==> src/dchp_defs.svh <==
// register offsets, field positions, reset values and timing counts of the host port
`ifndef DCHP_DEFS_SVH
`define DCHP_DEFS_SVH

// register byte offsets
`define DCHP_R_CTRL 8'h00
`define DCHP_R_STAT 8'h04
`define DCHP_R_EVT  8'h08
`define DCHP_R_ITAG 8'h0c
`define DCHP_R_MBI  8'h10
`define DCHP_R_OTAG 8'h14
`define DCHP_R_ADDR 8'h18

// control register fields
`define DCHP_C_LINK  0
`define DCHP_C_HOLD  1
`define DCHP_C_RSVA  2
`define DCHP_C_RSVB  3
`define DCHP_C_DSI   4
`define DCHP_C_MRD   5
`define DCHP_C_TODEV 6
`define DCHP_C_TOHST 7
`define DCHP_C_REL   8
`define DCHP_C_RBSY  9
`define DCHP_C_DIN   10
`define DCHP_C_REQA  11
`define DCHP_C_REQB  12

// status register fields
`define DCHP_S_RTA   0
`define DCHP_S_RTB   1
`define DCHP_S_USE   2
`define DCHP_S_HLDA  3
`define DCHP_S_HLDB  4
`define DCHP_S_BSA   5
`define DCHP_S_BSB   6
`define DCHP_S_FULL  7
`define DCHP_S_RWAIT 8

// event register fields, write one to clear except DCHP_E_INSB, which a write leaves as it is
`define DCHP_E_INS  0
`define DCHP_E_POLL 1
`define DCHP_E_DCN  2
`define DCHP_E_XEND 3
`define DCHP_E_OVR  4
`define DCHP_E_OVR2 5
`define DCHP_E_INSB 6
`define DCHP_E_PROCESS_ERROR 7

// inbound tag register fields, status byte in bits 7:0
`define DCHP_T_ADR 8
`define DCHP_T_STS 9
`define DCHP_T_OPI 10

// reset values and status bytes
`define DCHP_ADDR_RST 5'h00
`define DCHP_STS_CUB  8'h50
`define DCHP_STS_CUE  8'h20

// offset interlock delay
`define DCHP_CLK_NS 10
`define DCHP_OFS_NS 200
`define DCHP_OFS_CYC ((`DCHP_OFS_NS + `DCHP_CLK_NS - 1) / `DCHP_CLK_NS)

`endif

==> src/dchp_pkg.sv <==
// types shared by the host port modules
package dchp_pkg;

  typedef struct packed {
    logic       select_out;
    logic       hold_out;
    logic       address_out;
    logic       command_out;
    logic       service_out;
    logic       data_out;
    logic       operational_out;
    logic       suppress_out;
    logic [7:0] bus_out;
  } dchp_otag_t;

  typedef struct packed {
    logic       drv_en;
    logic       operational_in;
    logic       address_in;
    logic       status_in;
    logic       service_in;
    logic       data_in;
    logic       disconnect_in;
    logic       request_in;
    logic [7:0] bus_in;
  } dchp_itag_t;

  typedef enum logic [1:0] {SD_IDLE, SD_BUSY, SD_DONE} dchp_sd_t;
  typedef enum logic [1:0] {X_IDLE, X_REQ, X_ACK, X_PASS} dchp_xs_t;

  typedef struct packed {
    dchp_sd_t s;
    logic     seen, pend, initial_selection_event, poll, bsent, disc, adr_q;
  } dchp_side_st_t;

  typedef struct packed {
    logic [7:0] cnt;
    logic       run, done;
  } dchp_dly_st_t;

  typedef struct packed {
    logic       link_open, lo_q, sw_hold, rsv_a, rsv_b, dsi, mrd;
    logic       to_dev, to_host, rel, rst_busy, use_din, req_a, req_b;
    logic       route_a, route_b, in_use, hold_a, hold_b, process_error;
    logic       ev_ins, ev_poll, ev_dcn, ev_xend, ovr, ovr2, ins_b;
    logic       tag_adr, tag_sts, tag_opi;
    logic [7:0] sts_byte, mbi;
    logic [4:0] cu_addr;
    dchp_otag_t outtag;
    dchp_xs_t   xs;
    logic [7:0] xbuf, fmt_wd;
    logic       full, resp_wait, mbi_go, src_mp, fr_q, xfp;
    logic       hv, hw, rdy;
    logic [7:0] ha;
    logic [31:0] hrdata;
    dchp_itag_t cin_a, cin_b;
  } dchp_st_t;

endpackage

==> src/dchp_dly.sv <==
// fixed delay timer for offset interlock
`timescale 1ns/10ps
`include "dchp_defs.svh"
module dchp_dly (
  // clock and reset
  input  wire logic mclk,
  input  wire logic rst,
  // control
  input  wire logic start,
  output logic      done
);
  dchp_pkg::dchp_dly_st_t q, n;

  always_comb begin
    n = q;
    n.done = 1'b0;
    if (start) begin
      n.run = 1'b1;
      n.cnt = 8'(`DCHP_OFS_CYC - 1);
    end else if (q.run) begin
      if (q.cnt == 8'h00) begin
        n.run  = 1'b0;
        n.done = 1'b1;
      end else begin
        n.cnt = q.cnt - 8'h01;
      end
    end
  end

  always_ff @(posedge mclk or posedge rst) begin
    if (rst) begin
      q <= '0;
    end else begin
      q <= n;
    end
  end

  assign done = q.done;
endmodule

==> src/dchp_side.sv <==
// selection, short busy and disconnect detection for one channel side
`timescale 1ns/10ps
`include "dchp_defs.svh"
module dchp_side (
  // clock and reset
  input  wire logic             mclk,
  input  wire logic             rst,
  // channel outbound tags
  input  wire dchp_pkg::dchp_otag_t tags,
  // controller state
  input  wire logic [4:0]       cu_addr,
  input  wire logic             poll_mode,
  input  wire logic             busy,
  input  wire logic             hold_off,
  input  wire logic             linked,
  input  wire logic             end_ack,
  // events
  output logic                  initial_selection_event,
  output logic                  poll,
  output logic                  pend,
  output logic                  busy_act,
  output logic                  busy_sent,
  output logic                  disc
);
  dchp_pkg::dchp_side_st_t q, n;
  logic sel;
  logic dreq;

  always_comb begin
    n = q;
    n.initial_selection_event  = 1'b0;
    n.poll = 1'b0;
    n.disc = 1'b0;
    sel = tags.select_out & tags.hold_out & tags.address_out & tags.operational_out
          & (tags.bus_out[7:3] == cu_addr);
    dreq = tags.address_out & ~tags.select_out;
    n.adr_q = dreq;
    n.disc = linked & dreq & ~q.adr_q;
    if (!tags.select_out) begin
      n.seen = 1'b0;
      n.pend = 1'b0;
    end
    if (end_ack) begin
      n.bsent = 1'b0;
    end
    unique case (q.s)
      dchp_pkg::SD_IDLE: begin
        if (sel && !q.seen) begin
          n.seen = 1'b1;
          if (busy && hold_off) begin
            n.pend = 1'b1;
          end else if (busy) begin
            n.s     = dchp_pkg::SD_BUSY;
            n.bsent = 1'b1;
          end else if (poll_mode) begin
            n.poll = 1'b1;
          end else begin
            n.initial_selection_event = 1'b1;
          end
        end else if (q.pend && sel && !busy && !hold_off) begin
          n.pend = 1'b0;
          n.initial_selection_event  = 1'b1;
        end
      end
      dchp_pkg::SD_BUSY: begin
        if (tags.service_out || tags.command_out) begin
          n.s = dchp_pkg::SD_DONE;
        end
      end
      dchp_pkg::SD_DONE: begin
        if (!tags.select_out && !tags.address_out) begin
          n.s = dchp_pkg::SD_IDLE;
        end
      end
      default: n.s = dchp_pkg::SD_IDLE;
    endcase
  end

  always_ff @(posedge mclk or posedge rst) begin
    if (rst) begin
      q <= '0;
    end else begin
      q <= n;
    end
  end

  assign initial_selection_event       = q.initial_selection_event;
  assign poll      = q.poll;
  assign pend      = q.pend;
  assign busy_act  = (q.s == dchp_pkg::SD_BUSY);
  assign busy_sent = q.bsent;
  assign disc      = q.disc;
endmodule

==> src/dchp_port.sv <==
// two-channel host port: selection, route switching, disconnect and data transfer control
`timescale 1ns/10ps
`include "dchp_defs.svh"
module dchp_port (
  // clock and reset
  input  wire logic                 mclk,
  input  wire logic                 rst,
  // ahb-lite slave
  input  wire logic                 hsel,
  input  wire logic [31:0]          haddr,
  input  wire logic [1:0]           htrans,
  input  wire logic                 hwrite,
  input  wire logic [2:0]           hsize,
  input  wire logic [31:0]          hwdata,
  input  wire logic                 hready,
  output logic                      hreadyout,
  output logic                      hresp,
  output logic [31:0]               hrdata,
  // channel sides
  input  wire dchp_pkg::dchp_otag_t chan_a_otag,
  input  wire dchp_pkg::dchp_otag_t chan_b_otag,
  output dchp_pkg::dchp_itag_t      chan_a_itag,
  output dchp_pkg::dchp_itag_t      chan_b_itag,
  // controller
  input  wire logic                 cmd_active,
  input  wire logic                 opt_two_channel,
  input  wire logic                 offset_mode,
  input  wire logic                 store_parity_error,
  input  wire logic                 register_parity_error,
  output logic                      mp_irq,
  output logic                      error_alarm,
  // formatter
  input  wire logic                 formatter_xfer_request,
  input  wire logic [7:0]           fmt_rd_data,
  output logic                      buffer_xfer_pulse,
  output logic [7:0]                fmt_wr_data
);
  dchp_pkg::dchp_st_t   q, n;
  dchp_pkg::dchp_otag_t act;
  dchp_pkg::dchp_otag_t tags_b;
  dchp_pkg::dchp_itag_t lk;
  logic [31:0]          rd;
  logic [31:0]          w;
  logic [7:0]           sts_out;
  logic                 ins_a, poll_a, pend_a, bact_a, bsent_a, disc_a;
  logic                 ins_b, poll_b, pend_b, bact_b, bsent_b, disc_b;
  logic                 busy_a, busy_b, ack_a, ack_b, resp, wdir;
  logic                 dly_start, dly_done, lo_fall, fr_rise;

  // inbound tags for one side: busy answer, linked drive, or quiet
  function automatic dchp_pkg::dchp_itag_t side_in(input logic bsy, input logic linked,
                                                   input logic req,
                                                   input dchp_pkg::dchp_itag_t l);
    dchp_pkg::dchp_itag_t r;
    r = '0;
    if (bsy) begin
      r.drv_en         = 1'b1;
      r.operational_in = 1'b1;
      r.status_in      = 1'b1;
      r.bus_in         = `DCHP_STS_CUB;
    end else if (linked) begin
      r = l;
    end
    r.request_in = req;
    return r;
  endfunction

  assign tags_b  = opt_two_channel ? chan_b_otag : '0;
  assign act     = q.route_b ? tags_b : chan_a_otag;
  assign sts_out = q.sts_byte | ((q.route_b ? bsent_b : bsent_a) ? `DCHP_STS_CUE : 8'h00);
  assign ack_a   = q.route_a & q.tag_sts & act.service_out & sts_out[5];
  assign ack_b   = q.route_b & q.tag_sts & act.service_out & sts_out[5];
  assign busy_a  = cmd_active | q.rst_busy | (opt_two_channel & q.in_use & q.route_b)
                   | q.rsv_b;
  assign busy_b  = cmd_active | q.rst_busy | (q.in_use & q.route_a) | q.rsv_a;
  assign resp    = act.service_out | act.data_out;
  assign wdir    = q.to_dev & ~q.src_mp;
  assign w       = hwdata;

  dchp_side u_side_a (
    .mclk      (mclk),
    .rst       (rst),
    .tags      (chan_a_otag),
    .cu_addr   (q.cu_addr),
    .poll_mode (q.req_a),
    .busy      (busy_a),
    .hold_off  (q.hold_a),
    .linked    (q.route_a & q.link_open),
    .end_ack   (ack_a),
    .initial_selection_event       (ins_a),
    .poll      (poll_a),
    .pend      (pend_a),
    .busy_act  (bact_a),
    .busy_sent (bsent_a),
    .disc      (disc_a)
  );

  dchp_side u_side_b (
    .mclk      (mclk),
    .rst       (rst),
    .tags      (tags_b),
    .cu_addr   (q.cu_addr),
    .poll_mode (q.req_b),
    .busy      (busy_b),
    .hold_off  (q.hold_b),
    .linked    (q.route_b & q.link_open),
    .end_ack   (ack_b),
    .initial_selection_event       (ins_b),
    .poll      (poll_b),
    .pend      (pend_b),
    .busy_act  (bact_b),
    .busy_sent (bsent_b),
    .disc      (disc_b)
  );

  dchp_dly u_dly (
    .mclk  (mclk),
    .rst   (rst),
    .start (dly_start),
    .done  (dly_done)
  );

  // register read decode
  always_comb begin
    rd = 32'h0;
    unique case (haddr[7:0])
      `DCHP_R_CTRL: begin
        rd[`DCHP_C_LINK]  = q.link_open;
        rd[`DCHP_C_HOLD]  = q.sw_hold;
        rd[`DCHP_C_RSVA]  = q.rsv_a;
        rd[`DCHP_C_RSVB]  = q.rsv_b;
        rd[`DCHP_C_DSI]   = q.dsi;
        rd[`DCHP_C_MRD]   = q.mrd;
        rd[`DCHP_C_TODEV] = q.to_dev;
        rd[`DCHP_C_TOHST] = q.to_host;
        rd[`DCHP_C_REL]   = q.rel;
        rd[`DCHP_C_RBSY]  = q.rst_busy;
        rd[`DCHP_C_DIN]   = q.use_din;
        rd[`DCHP_C_REQA]  = q.req_a;
        rd[`DCHP_C_REQB]  = q.req_b;
      end
      `DCHP_R_STAT: begin
        rd[`DCHP_S_RTA]   = q.route_a;
        rd[`DCHP_S_RTB]   = q.route_b;
        rd[`DCHP_S_USE]   = q.in_use;
        rd[`DCHP_S_HLDA]  = q.hold_a;
        rd[`DCHP_S_HLDB]  = q.hold_b;
        rd[`DCHP_S_BSA]   = bsent_a;
        rd[`DCHP_S_BSB]   = bsent_b;
        rd[`DCHP_S_FULL]  = q.full;
        rd[`DCHP_S_RWAIT] = q.resp_wait;
      end
      `DCHP_R_EVT: begin
        rd[`DCHP_E_INS]  = q.ev_ins;
        rd[`DCHP_E_POLL] = q.ev_poll;
        rd[`DCHP_E_DCN]  = q.ev_dcn;
        rd[`DCHP_E_XEND] = q.ev_xend;
        rd[`DCHP_E_OVR]  = q.ovr;
        rd[`DCHP_E_OVR2] = q.ovr2;
        rd[`DCHP_E_INSB] = q.ins_b;
        rd[`DCHP_E_PROCESS_ERROR] = q.process_error;
      end
      `DCHP_R_ITAG: rd = {21'h0, q.tag_opi, q.tag_sts, q.tag_adr, q.sts_byte};
      `DCHP_R_MBI:  rd = {24'h0, q.mbi};
      `DCHP_R_OTAG: rd = {16'h0, q.outtag};
      `DCHP_R_ADDR: rd = {27'h0, q.cu_addr};
      default:      rd = 32'h0;
    endcase
  end

  always_comb begin
    n = q;
    n.xfp     = 1'b0;
    n.rdy     = 1'b1;
    dly_start = 1'b0;
    lo_fall   = q.lo_q & ~q.link_open;
    n.lo_q    = q.link_open;
    fr_rise   = formatter_xfer_request & ~q.fr_q;
    n.fr_q    = formatter_xfer_request;

    // data phase of a register write
    if (q.hv && q.hw) begin
      unique case (q.ha)
        `DCHP_R_CTRL: begin
          n.link_open = w[`DCHP_C_LINK];
          n.sw_hold   = w[`DCHP_C_HOLD];
          n.rsv_a     = w[`DCHP_C_RSVA];
          n.rsv_b     = w[`DCHP_C_RSVB];
          n.dsi       = w[`DCHP_C_DSI];
          n.mrd       = w[`DCHP_C_MRD];
          n.to_dev    = w[`DCHP_C_TODEV];
          n.to_host   = w[`DCHP_C_TOHST];
          n.rel       = w[`DCHP_C_REL];
          n.rst_busy  = w[`DCHP_C_RBSY];
          n.use_din   = w[`DCHP_C_DIN];
          n.req_a     = w[`DCHP_C_REQA];
          n.req_b     = w[`DCHP_C_REQB];
        end
        `DCHP_R_EVT: begin
          n.ev_ins  = q.ev_ins & ~w[`DCHP_E_INS];
          n.ev_poll = q.ev_poll & ~w[`DCHP_E_POLL];
          n.ev_dcn  = q.ev_dcn & ~w[`DCHP_E_DCN];
          n.ev_xend = q.ev_xend & ~w[`DCHP_E_XEND];
          n.ovr     = q.ovr & ~w[`DCHP_E_OVR];
          n.ovr2    = q.ovr2 & ~w[`DCHP_E_OVR2];
          n.process_error    = q.process_error & ~w[`DCHP_E_PROCESS_ERROR];
        end
        `DCHP_R_ITAG: begin
          n.sts_byte = w[7:0];
          n.tag_adr  = w[`DCHP_T_ADR];
          n.tag_sts  = w[`DCHP_T_STS];
          n.tag_opi  = w[`DCHP_T_OPI];
        end
        `DCHP_R_MBI: begin
          n.mbi    = w[7:0];
          n.mbi_go = q.mrd;
        end
        `DCHP_R_ADDR: n.cu_addr = w[4:0];
        default: n.cu_addr = q.cu_addr;
      endcase
    end

    // address phase: read data is captured here, shown in the data phase
    n.hv = hsel & hready & htrans[1];
    if (n.hv) begin
      n.hw     = hwrite & (hsize == 3'h2);
      n.ha     = haddr[7:0];
      n.hrdata = hwrite ? 32'h0 : rd;
    end else begin
      n.hw = 1'b0;
    end

    // route control
    if (!opt_two_channel) begin
      n.route_a = 1'b1;
      n.route_b = 1'b0;
      n.in_use  = 1'b1;
      n.hold_a  = 1'b0;
      n.hold_b  = 1'b0;
    end else begin
      if (!q.in_use && (ins_a || poll_a)) begin
        n.in_use  = 1'b1;
        n.route_a = 1'b1;
        n.route_b = 1'b0;
      end else if (!q.in_use && (ins_b || poll_b)) begin
        n.in_use  = 1'b1;
        n.route_a = 1'b0;
        n.route_b = 1'b1;
      end
      if (lo_fall && q.in_use && (q.rel || (q.route_a ? pend_b : pend_a))) begin
        n.in_use  = 1'b0;
        n.route_a = 1'b0;
        n.route_b = 1'b0;
        n.rel     = 1'b0;
        n.hold_a  = 1'b0;
        n.hold_b  = 1'b0;
      end
      if (q.sw_hold && poll_a && q.route_a) begin
        n.hold_b = 1'b1;
      end
      if (q.sw_hold && poll_b && q.route_b) begin
        n.hold_a = 1'b1;
      end
    end
    if (ack_a || ack_b) begin
      n.sw_hold = 1'b0;
    end

    // selection events, set wins over a clear in the same cycle
    if ((ins_a && n.route_a) || (ins_b && n.route_b)) begin
      n.ev_ins = 1'b1;
      n.ins_b  = ins_b;
    end
    if (poll_a || poll_b) begin
      n.ev_poll = 1'b1;
    end

    // interface disconnect from the channel
    if (disc_a || disc_b) begin
      n.ev_dcn    = 1'b1;
      n.ev_xend   = 1'b1;
      n.link_open = 1'b0;
      n.tag_adr   = 1'b0;
      n.tag_sts   = 1'b0;
      n.tag_opi   = 1'b0;
    end

    // process error while linked traps into disconnect-in
    if ((store_parity_error || register_parity_error) && q.link_open) begin
      n.process_error = 1'b1;
      n.dsi  = 1'b1;
    end

    n.outtag = q.link_open ? act : '0;

    // transfer control
    if (fr_rise && q.full) begin
      n.ovr = 1'b1;
    end
    if (q.resp_wait && resp) begin
      n.resp_wait = 1'b0;
      if (wdir) begin
        n.xbuf = act.bus_out;
        n.full = 1'b1;
      end
    end
    unique case (q.xs)
      dchp_pkg::X_IDLE: begin
        if (q.link_open && q.mbi_go) begin
          n.xbuf   = q.mbi;
          n.full   = 1'b1;
          n.mbi_go = 1'b0;
          n.src_mp = 1'b1;
          n.xs     = dchp_pkg::X_REQ;
        end else if (q.link_open && q.to_dev && formatter_xfer_request && !q.xfp) begin
          n.xs = dchp_pkg::X_REQ;
        end else if (q.link_open && q.to_host && formatter_xfer_request && !q.xfp) begin
          n.xbuf = fmt_rd_data;
          n.xfp  = 1'b1;
          n.full = 1'b1;
          n.xs   = dchp_pkg::X_REQ;
        end
        dly_start = (n.xs == dchp_pkg::X_REQ);
        if (dly_start && offset_mode && q.resp_wait) begin
          n.ovr2 = 1'b1;
        end
      end
      dchp_pkg::X_REQ: begin
        if (resp) begin
          if (wdir) begin
            n.xbuf = act.bus_out;
            n.full = 1'b1;
          end
          n.xs = dchp_pkg::X_ACK;
        end else if (offset_mode && dly_done) begin
          n.resp_wait = 1'b1;
          n.xs        = dchp_pkg::X_ACK;
        end
      end
      dchp_pkg::X_ACK: begin
        if (wdir) begin
          if (!n.resp_wait && !resp) begin
            n.xs = dchp_pkg::X_PASS;
          end
        end else if (q.resp_wait || !resp) begin
          n.full   = 1'b0;
          n.src_mp = 1'b0;
          n.xs     = dchp_pkg::X_IDLE;
        end
      end
      dchp_pkg::X_PASS: begin
        n.xfp    = 1'b1;
        n.fmt_wd = q.xbuf;
        n.full   = 1'b0;
        n.xs     = dchp_pkg::X_IDLE;
      end
      default: n.xs = dchp_pkg::X_IDLE;
    endcase
    if (!q.link_open || disc_a || disc_b) begin
      n.xs        = dchp_pkg::X_IDLE;
      n.full      = 1'b0;
      n.resp_wait = 1'b0;
      n.src_mp    = 1'b0;
    end

    // inbound tags of the linked side
    lk                = '0;
    lk.drv_en         = n.link_open;
    lk.operational_in = n.tag_opi;
    lk.address_in     = n.tag_adr;
    lk.status_in      = n.tag_sts;
    lk.disconnect_in  = n.dsi;
    lk.service_in     = (n.xs == dchp_pkg::X_REQ) & ~n.use_din;
    lk.data_in        = (n.xs == dchp_pkg::X_REQ) & n.use_din;
    lk.bus_in         = n.tag_sts ? sts_out : n.xbuf;
    n.cin_a = side_in(bact_a, n.route_a & n.link_open, n.req_a, lk);
    n.cin_b = side_in(bact_b & opt_two_channel, n.route_b & n.link_open,
                      n.req_b & opt_two_channel, lk);
  end

  always_ff @(posedge mclk or posedge rst) begin
    if (rst) begin
      q         <= '0;
      q.cu_addr <= `DCHP_ADDR_RST;
    end else begin
      q <= n;
    end
  end

  assign hreadyout         = q.rdy;
  assign hresp             = 1'b0;
  assign hrdata            = q.hrdata;
  assign chan_a_itag       = q.cin_a;
  assign chan_b_itag       = q.cin_b;
  assign mp_irq            = q.ev_ins;
  assign error_alarm       = q.process_error;
  assign buffer_xfer_pulse = q.xfp;
  assign fmt_wr_data       = q.fmt_wd;
endmodule

==> config.mk <==
export PLATFORM = sky130hd
export DESIGN_NAME = dchp_port
export DESIGN_NICKNAME = d
export VERILOG_FILES = /design/src/dchp_pkg.sv /design/src/dchp_dly.sv /design/src/dchp_side.sv /design/src/dchp_port.sv
export VERILOG_INCLUDE_DIRS = /design/src
export SDC_FILE = /design/constraint.sdc
export NUM_CORES = 1
export LEC_CHECK = 0
export ABC_AREA = 1
export BUFFER_PORTS_ARGS = -buffer_cell sky130_fd_sc_hd__buf_2
export CORE_ASPECT_RATIO = 1.2
export CORE_UTILIZATION = 60
export CTS_BUF_LIST = sky130_fd_sc_hd__clkbuf_4 sky130_fd_sc_hd__clkbuf_8
export DETAILED_ROUTE_END_ITERATION = 12
export MAX_ROUTING_LAYER = met4
export PLACE_DENSITY = 0.87
export REMOVE_ABC_BUFFERS = 1
export SYNTH_ARGS = -nofsm -noshare
export SYNTH_HDL_FRONTEND = slang
export SYNTH_SLANG_ARGS = --single-unit
==> constraint.sdc <==
create_clock -name mclk -period 14.7 [get_ports mclk]
set_input_delay 0.735 -clock mclk [delete_from_list [all_inputs] [get_ports mclk]]
set_output_delay 0.735 -clock mclk [all_outputs]
set_load 0.02 [all_outputs]
== Word level (Yosys, flattened, before mapping) ==
Cells that the tools add are included.

* Register bits after elaboration: 193
* Bits in latches: 0
* Bits in writable memories: 0
* ROM bits: 0
* Bits of input ports: 120
* Output and inout bits: 77
* Logic and storage cells: 436
* Memories kept: 0

* $add $sub $neg: 1
* Multipliers: 0
* Divide/modulo/power cells: 0
* $lt $le $gt $ge: 0
* Equal/unequal tests: 39
* Shifts and indexed selects: 0
* Muxes and demuxes: 139
* Bitwise operators: 66
* Reduce and logical (&&, ||, !) cells: 99

{| class="wikitable"
|+ Operators with widths
! operator !! count
|-
| $mux 16 || 5
|-
| $mux 8 || 10
|-
| $mux 2 || 32
|-
| $pmux 8 s7 || 1
|-
| $mux 1 || 54
|-
| $and 1x1->1 || 44
|-
| $eq 8x5->1 const B || 5
|-
| $mux 10 || 4
|-
| $logic_and 1x1->1 || 37
|-
| $eq 8x4->1 const B || 4
|-
| $mux 32 || 1
|-
| $reduce_bool 2->1 || 13
|-
| $mux 5 || 5
|-
| $logic_not 8->1 || 3
|-
| $mux 12 || 2
|-
| $mux 24 || 1
|-
| $mux 3 || 8
|-
| $reduce_and 2->1 || 11
|-
| $ne 2x1->1 const B || 8
|-
| $pmux 8 s2 || 1
|-
| $logic_not 1->1 || 15
|-
| $not 1->1 || 15
|-
| $mux 7 || 2
|-
| $logic_or 1x1->1 || 13
|-
| 25 further kinds || 50
|}

== Logic depth before layout (Yosys ltp) ==
* Word-level depth: 15
* Gate-level depth with buffers: 13
* Mapped depth without buffers: 13

== By module ==
Synthesis repeated with hierarchy kept, for this count alone.

* Cells, all modules: 1,238
* Area total of the unflattened synthesis: 9,648.0 sq um

{| class="wikitable"
|+ By module, submodules not included
! module !! instances !! cells an instance !! area an instance (sq um) !! seq. area each (sq um)
|-
| dchp_port || 1 || 1,002 || 7,951.4 || 3,728.6
|-
| dchp_side || 2 || 78 || 543.0 || 225.2
|-
| dchp_dly || 1 || 80 || 610.6 || 250.2
|}

== Least setup slack after synthesis ==
OpenSTA, ideal clock, no wires.

* Kind: input to register
* From: input opt_two_channel
* To: register q (netlist bit chan_b_itag[11])
* Setup time: 0.073 ns
* Arrival: 1.869 ns
* Required time: 14.627 ns
* Slack: 12.758 ns
* Stages on the path: 13
* Buffers on the path: 2
* Cell sequence: buf_4 > nand2_1 > nand2_1 > nand2_1 > nand2_2 > buf_6 > clkinv_4 > nand3_1 > o21ai_1 > nand2_1 > nand2_1 > nand4_1 > nor2_1

{| class="wikitable"
|+ RTL lines
! element !! line !! text
|-
| start, declared || dchp_port.sv:26 || <nowiki>input wire logic opt_two_channel,</nowiki>
|-
| end signal, assigned || dchp_port.sv:386 || <nowiki>q <= n;</nowiki>
|-
| end, declared || dchp_port.sv:38 || <nowiki>dchp_pkg::dchp_st_t q, n;</nowiki>
|}

==> flow_summary_export.csv <==
group,metric,value,unit
global_route,track_usage,34.1,%
floorplan,die_x,115,µm
floorplan,rows,49,
clock_tree,htree_levels,4,
logic_synthesis,syn-cell-area,9140,µm²
route,drcViolationCount,0,
logic_synthesis,ys_seq_area_share,48.5,%
global_route,antenna_found_initial,0,
power_and_ir_drop,power_leakage,0.00545,µW
timing,timing.fmax,314,MHz
logic_synthesis,syn_avg_cell_area,7.97,µm²
clock_tree,clock_latency,0.48,ns
floorplan,io_pins,197,
route,via_per_inst,5.57,
route,drt_iter0_markers,964,
global_route,grt_first_pass_wirelength,38.4,mm
global_route,grt_max_degree,82,
final_layout,final_nets,1346,
place,dp.final_hpwl,18.1,mm
clock_tree,cts_sinks,177,
setup_path,endpoint_kind,"flip-flop",
floorplan,die_y,137,µm
floorplan,start_util,61.1,%
timing,period_share,21.7,%
logic_synthesis,ys_async_sr_fraction,100,%
setup_path,cp_max_fo,20,
logic_synthesis,synthCells,1147,
setup_path,slowest_stage,"o21ai_2",
final_layout,final_common_cell,"nand2_1",
route,wl_per_cell,17.2,µm
timing,maxSlewHeadroom,32.7,%
clock_tree,cts_resized,0,
route,final_antenna_net_count,0,
setup_path,worstSetupPathType,"flip-flop to flip-flop",
global_route,grt_overflow,0,
power_and_ir_drop,vdd_drop_max,0.0975,mV
setup_path,start_kind,"flip-flop",
logic_synthesis,synth-main-ff-cell,"dfrtp_1",
setup_path,crit_start,"q[71]$_DFFE_PP0P_",
floorplan,dieArea,15700,µm²
logic_synthesis,ys_ff_latch,177,
clock_tree,cts_root_buf,"clkbuf_8",
place,gp_congestion,0.956,
route,wl,24.7,mm
logic_synthesis,synth_warnings,0,
setup_path,reg2reg_setup_slack,11.52,ns
timing,worstMarginPinSlew,1.01,ns
final_layout,final_cell_mix,"nand2_1, dfrtp_1, buf_2",
setup_path,cp_top_family,"simple AND/OR/NAND/NOR gates",
timing,fin_skew,0.00936,ns
clock_tree,holdBufCountCts,0,
setup_path,path_cells,"nor2_1, nand2_1, inv_1, nand4_1, o21ai_2, inv_1, nand2_1, a21oi_1",
setup_path,cp.required,15.06,ns
status,status,"complete, no violations",
final_layout,n_antenna_cell,0,
clock_tree,clk_pin_slew,0.10,ns
final_layout,syn2layout_area_growth,7.71,%
logic_synthesis,synth_edf_count,0,
floorplan,coreArea,15000,µm²
final_layout,layout-drive-gt1-share,16.9,%
job,max-cap-violations,0,
logic_synthesis,synth_cell_type_count,47,
timing,rsz0062_at_grt,"false",
clock_tree,numCtsBuffers,17,
clock_tree,tritoncts,"done",
timing,setup_tns,0,ns
hold_path,min_path_type,"primary input to async pin",
setup_path,arrival,3.54,ns
timing,layout_setup_ws,11.52,ns
place,numPortBuffers,135,
power_and_ir_drop,power.density,95.5,nW/µm²
setup_path,r2r-start,"q[71]$_DFFE_PP0P_",
route,via_count,8005,
clock_tree,cts_setup_buffers,0,
route,drt-pass1-iter-count,6,
clock_tree,cts_max_path_buffers,2,
setup_path,cp_num_buf_inv,2,
timing,hold_viol,0,
setup_path,max_stage_delay,1.00,ns
timing,post-route-min-period,3.18,ns
timing,setup_viol,0,
place,pre_cts_ws,11.63,ns
timing,slew_violations,0,
power_and_ir_drop,total_power,941,µW
global_route,grt_pass1_vias,7531,
[final cells by class]
cell class	count	area [µm²]
tap	204	255
fill	1258	5110
sequential	177	4430
multi-input combinational	749	3560
clock inverter	15	136
timing repair buffer	138	698
clock buffer	17	234
inverter	138	528
[worst paths after layout]
path | end | cells after the start
setup / recovery | chan_b_itag[3]$_DFF_PP0_ | 8
hold / removal | chan_a_itag[1]$_DFF_PP0_ | 2
setup reg to reg | chan_b_itag[3]$_DFF_PP0_ | 8
hold reg to reg | u_side_a.disc$_DFF_PP0_ | 1
max in group asynchronous | q[111]$_DFF_PP0_ | 4
min in group mclk | q[76]$_DFF_PP0_ | 1
[per-layer routing]
metal | share of wire (%) | track usage [%] | wire length, µm | vias to the layer above
li1 | - | - | - | 3769
met1 | 41 | 44.3 | 10000 | 3725
met2 | 46 | 51.0 | 11400 | 436
met5 | 0 | - | 0 | -
met4 | 4.0 | 15.7 | 983 | 0
met3 | 9.2 | 7.88 | 2270 | 75
[flip-flops by register name, indices dropped and copies added (netlist names), 4 cells and up]
signal       count
q               88
chan_a_itag     16
u_side_b.q       4
chan_b_itag     16
hrdata          16
u_dly.q          9
u_side_a.q       4
fmt_wr_data      8
[where the power goes]
| group | switching (µW) | internal, µW | leakage (µW) | total (µW) |
|---|---|---|---|---|
| logic | 64.8 | 32.3 | 0.00302 | 97.1 |
| clock network | 199 | 125 | 0.000190 | 324 |
| registers | 14.4 | 506 | 0.00224 | 520 |
| total | 278 | 663 | 0.00545 | 941 |
[metrics by stage]
stage | hold WS (ns) | instance area, µm² | instances | utilization [%]
detailed placement | 0.401 | 9480 | 1406 | 63.3
floorplan | 0.377 | 8520 | 1064 | -
finish | 0.244 | 9850 | 1438 | 65.8
global route | 0.273 | 9850 | 1438 | 65.8
global placement | 0.380 | 9480 | 1406 | 63.3
CTS | 0.249 | 9850 | 1438 | 65.8
[Yosys cell counts (7+ instances only)]
cell type | n | area [µm²]
buf_2 | 7 | 35.0
nor2_1 | 67 | 251
nand3_1 | 86 | 430
a21oi_1 | 43 | 215
o22ai_1 | 14 | 87.6
dfrtp_1 | 177 | 4430
nand4_1 | 14 | 87.6
a21boi_0 | 8 | 60.1
nor3_1 | 17 | 85.1
inv_1 | 128 | 480
o21ai_0 | 104 | 521
nand2_1 | 305 | 1140
a21oi_2 | 7 | 61.3
buf_4 | 77 | 578
clkbuf_1 | 13 | 48.8
inv_2 | 8 | 30.0
[kinds of logic (layout without fill, tap and decap cells)]
| family | Yosys count | in the layout | synth area share (%) |
|---|---|---|---|
| AOI/OAI and AO/OA | 206 | 206 | 12.8 |
| adders and majority gates | 5 | 5 | 0.684 |
| DFF | 177 | 177 | 48.5 |
| buffers and inverters | 237 | 308 | 13.2 |
| and+or+nand+nor | 515 | 515 | 24.3 |
| other | 2 | 18 | 0.0822 |
| xor gates and xnor gates | 5 | 5 | 0.479 |
No activity file was read; power rests on OpenSTA's default activity.
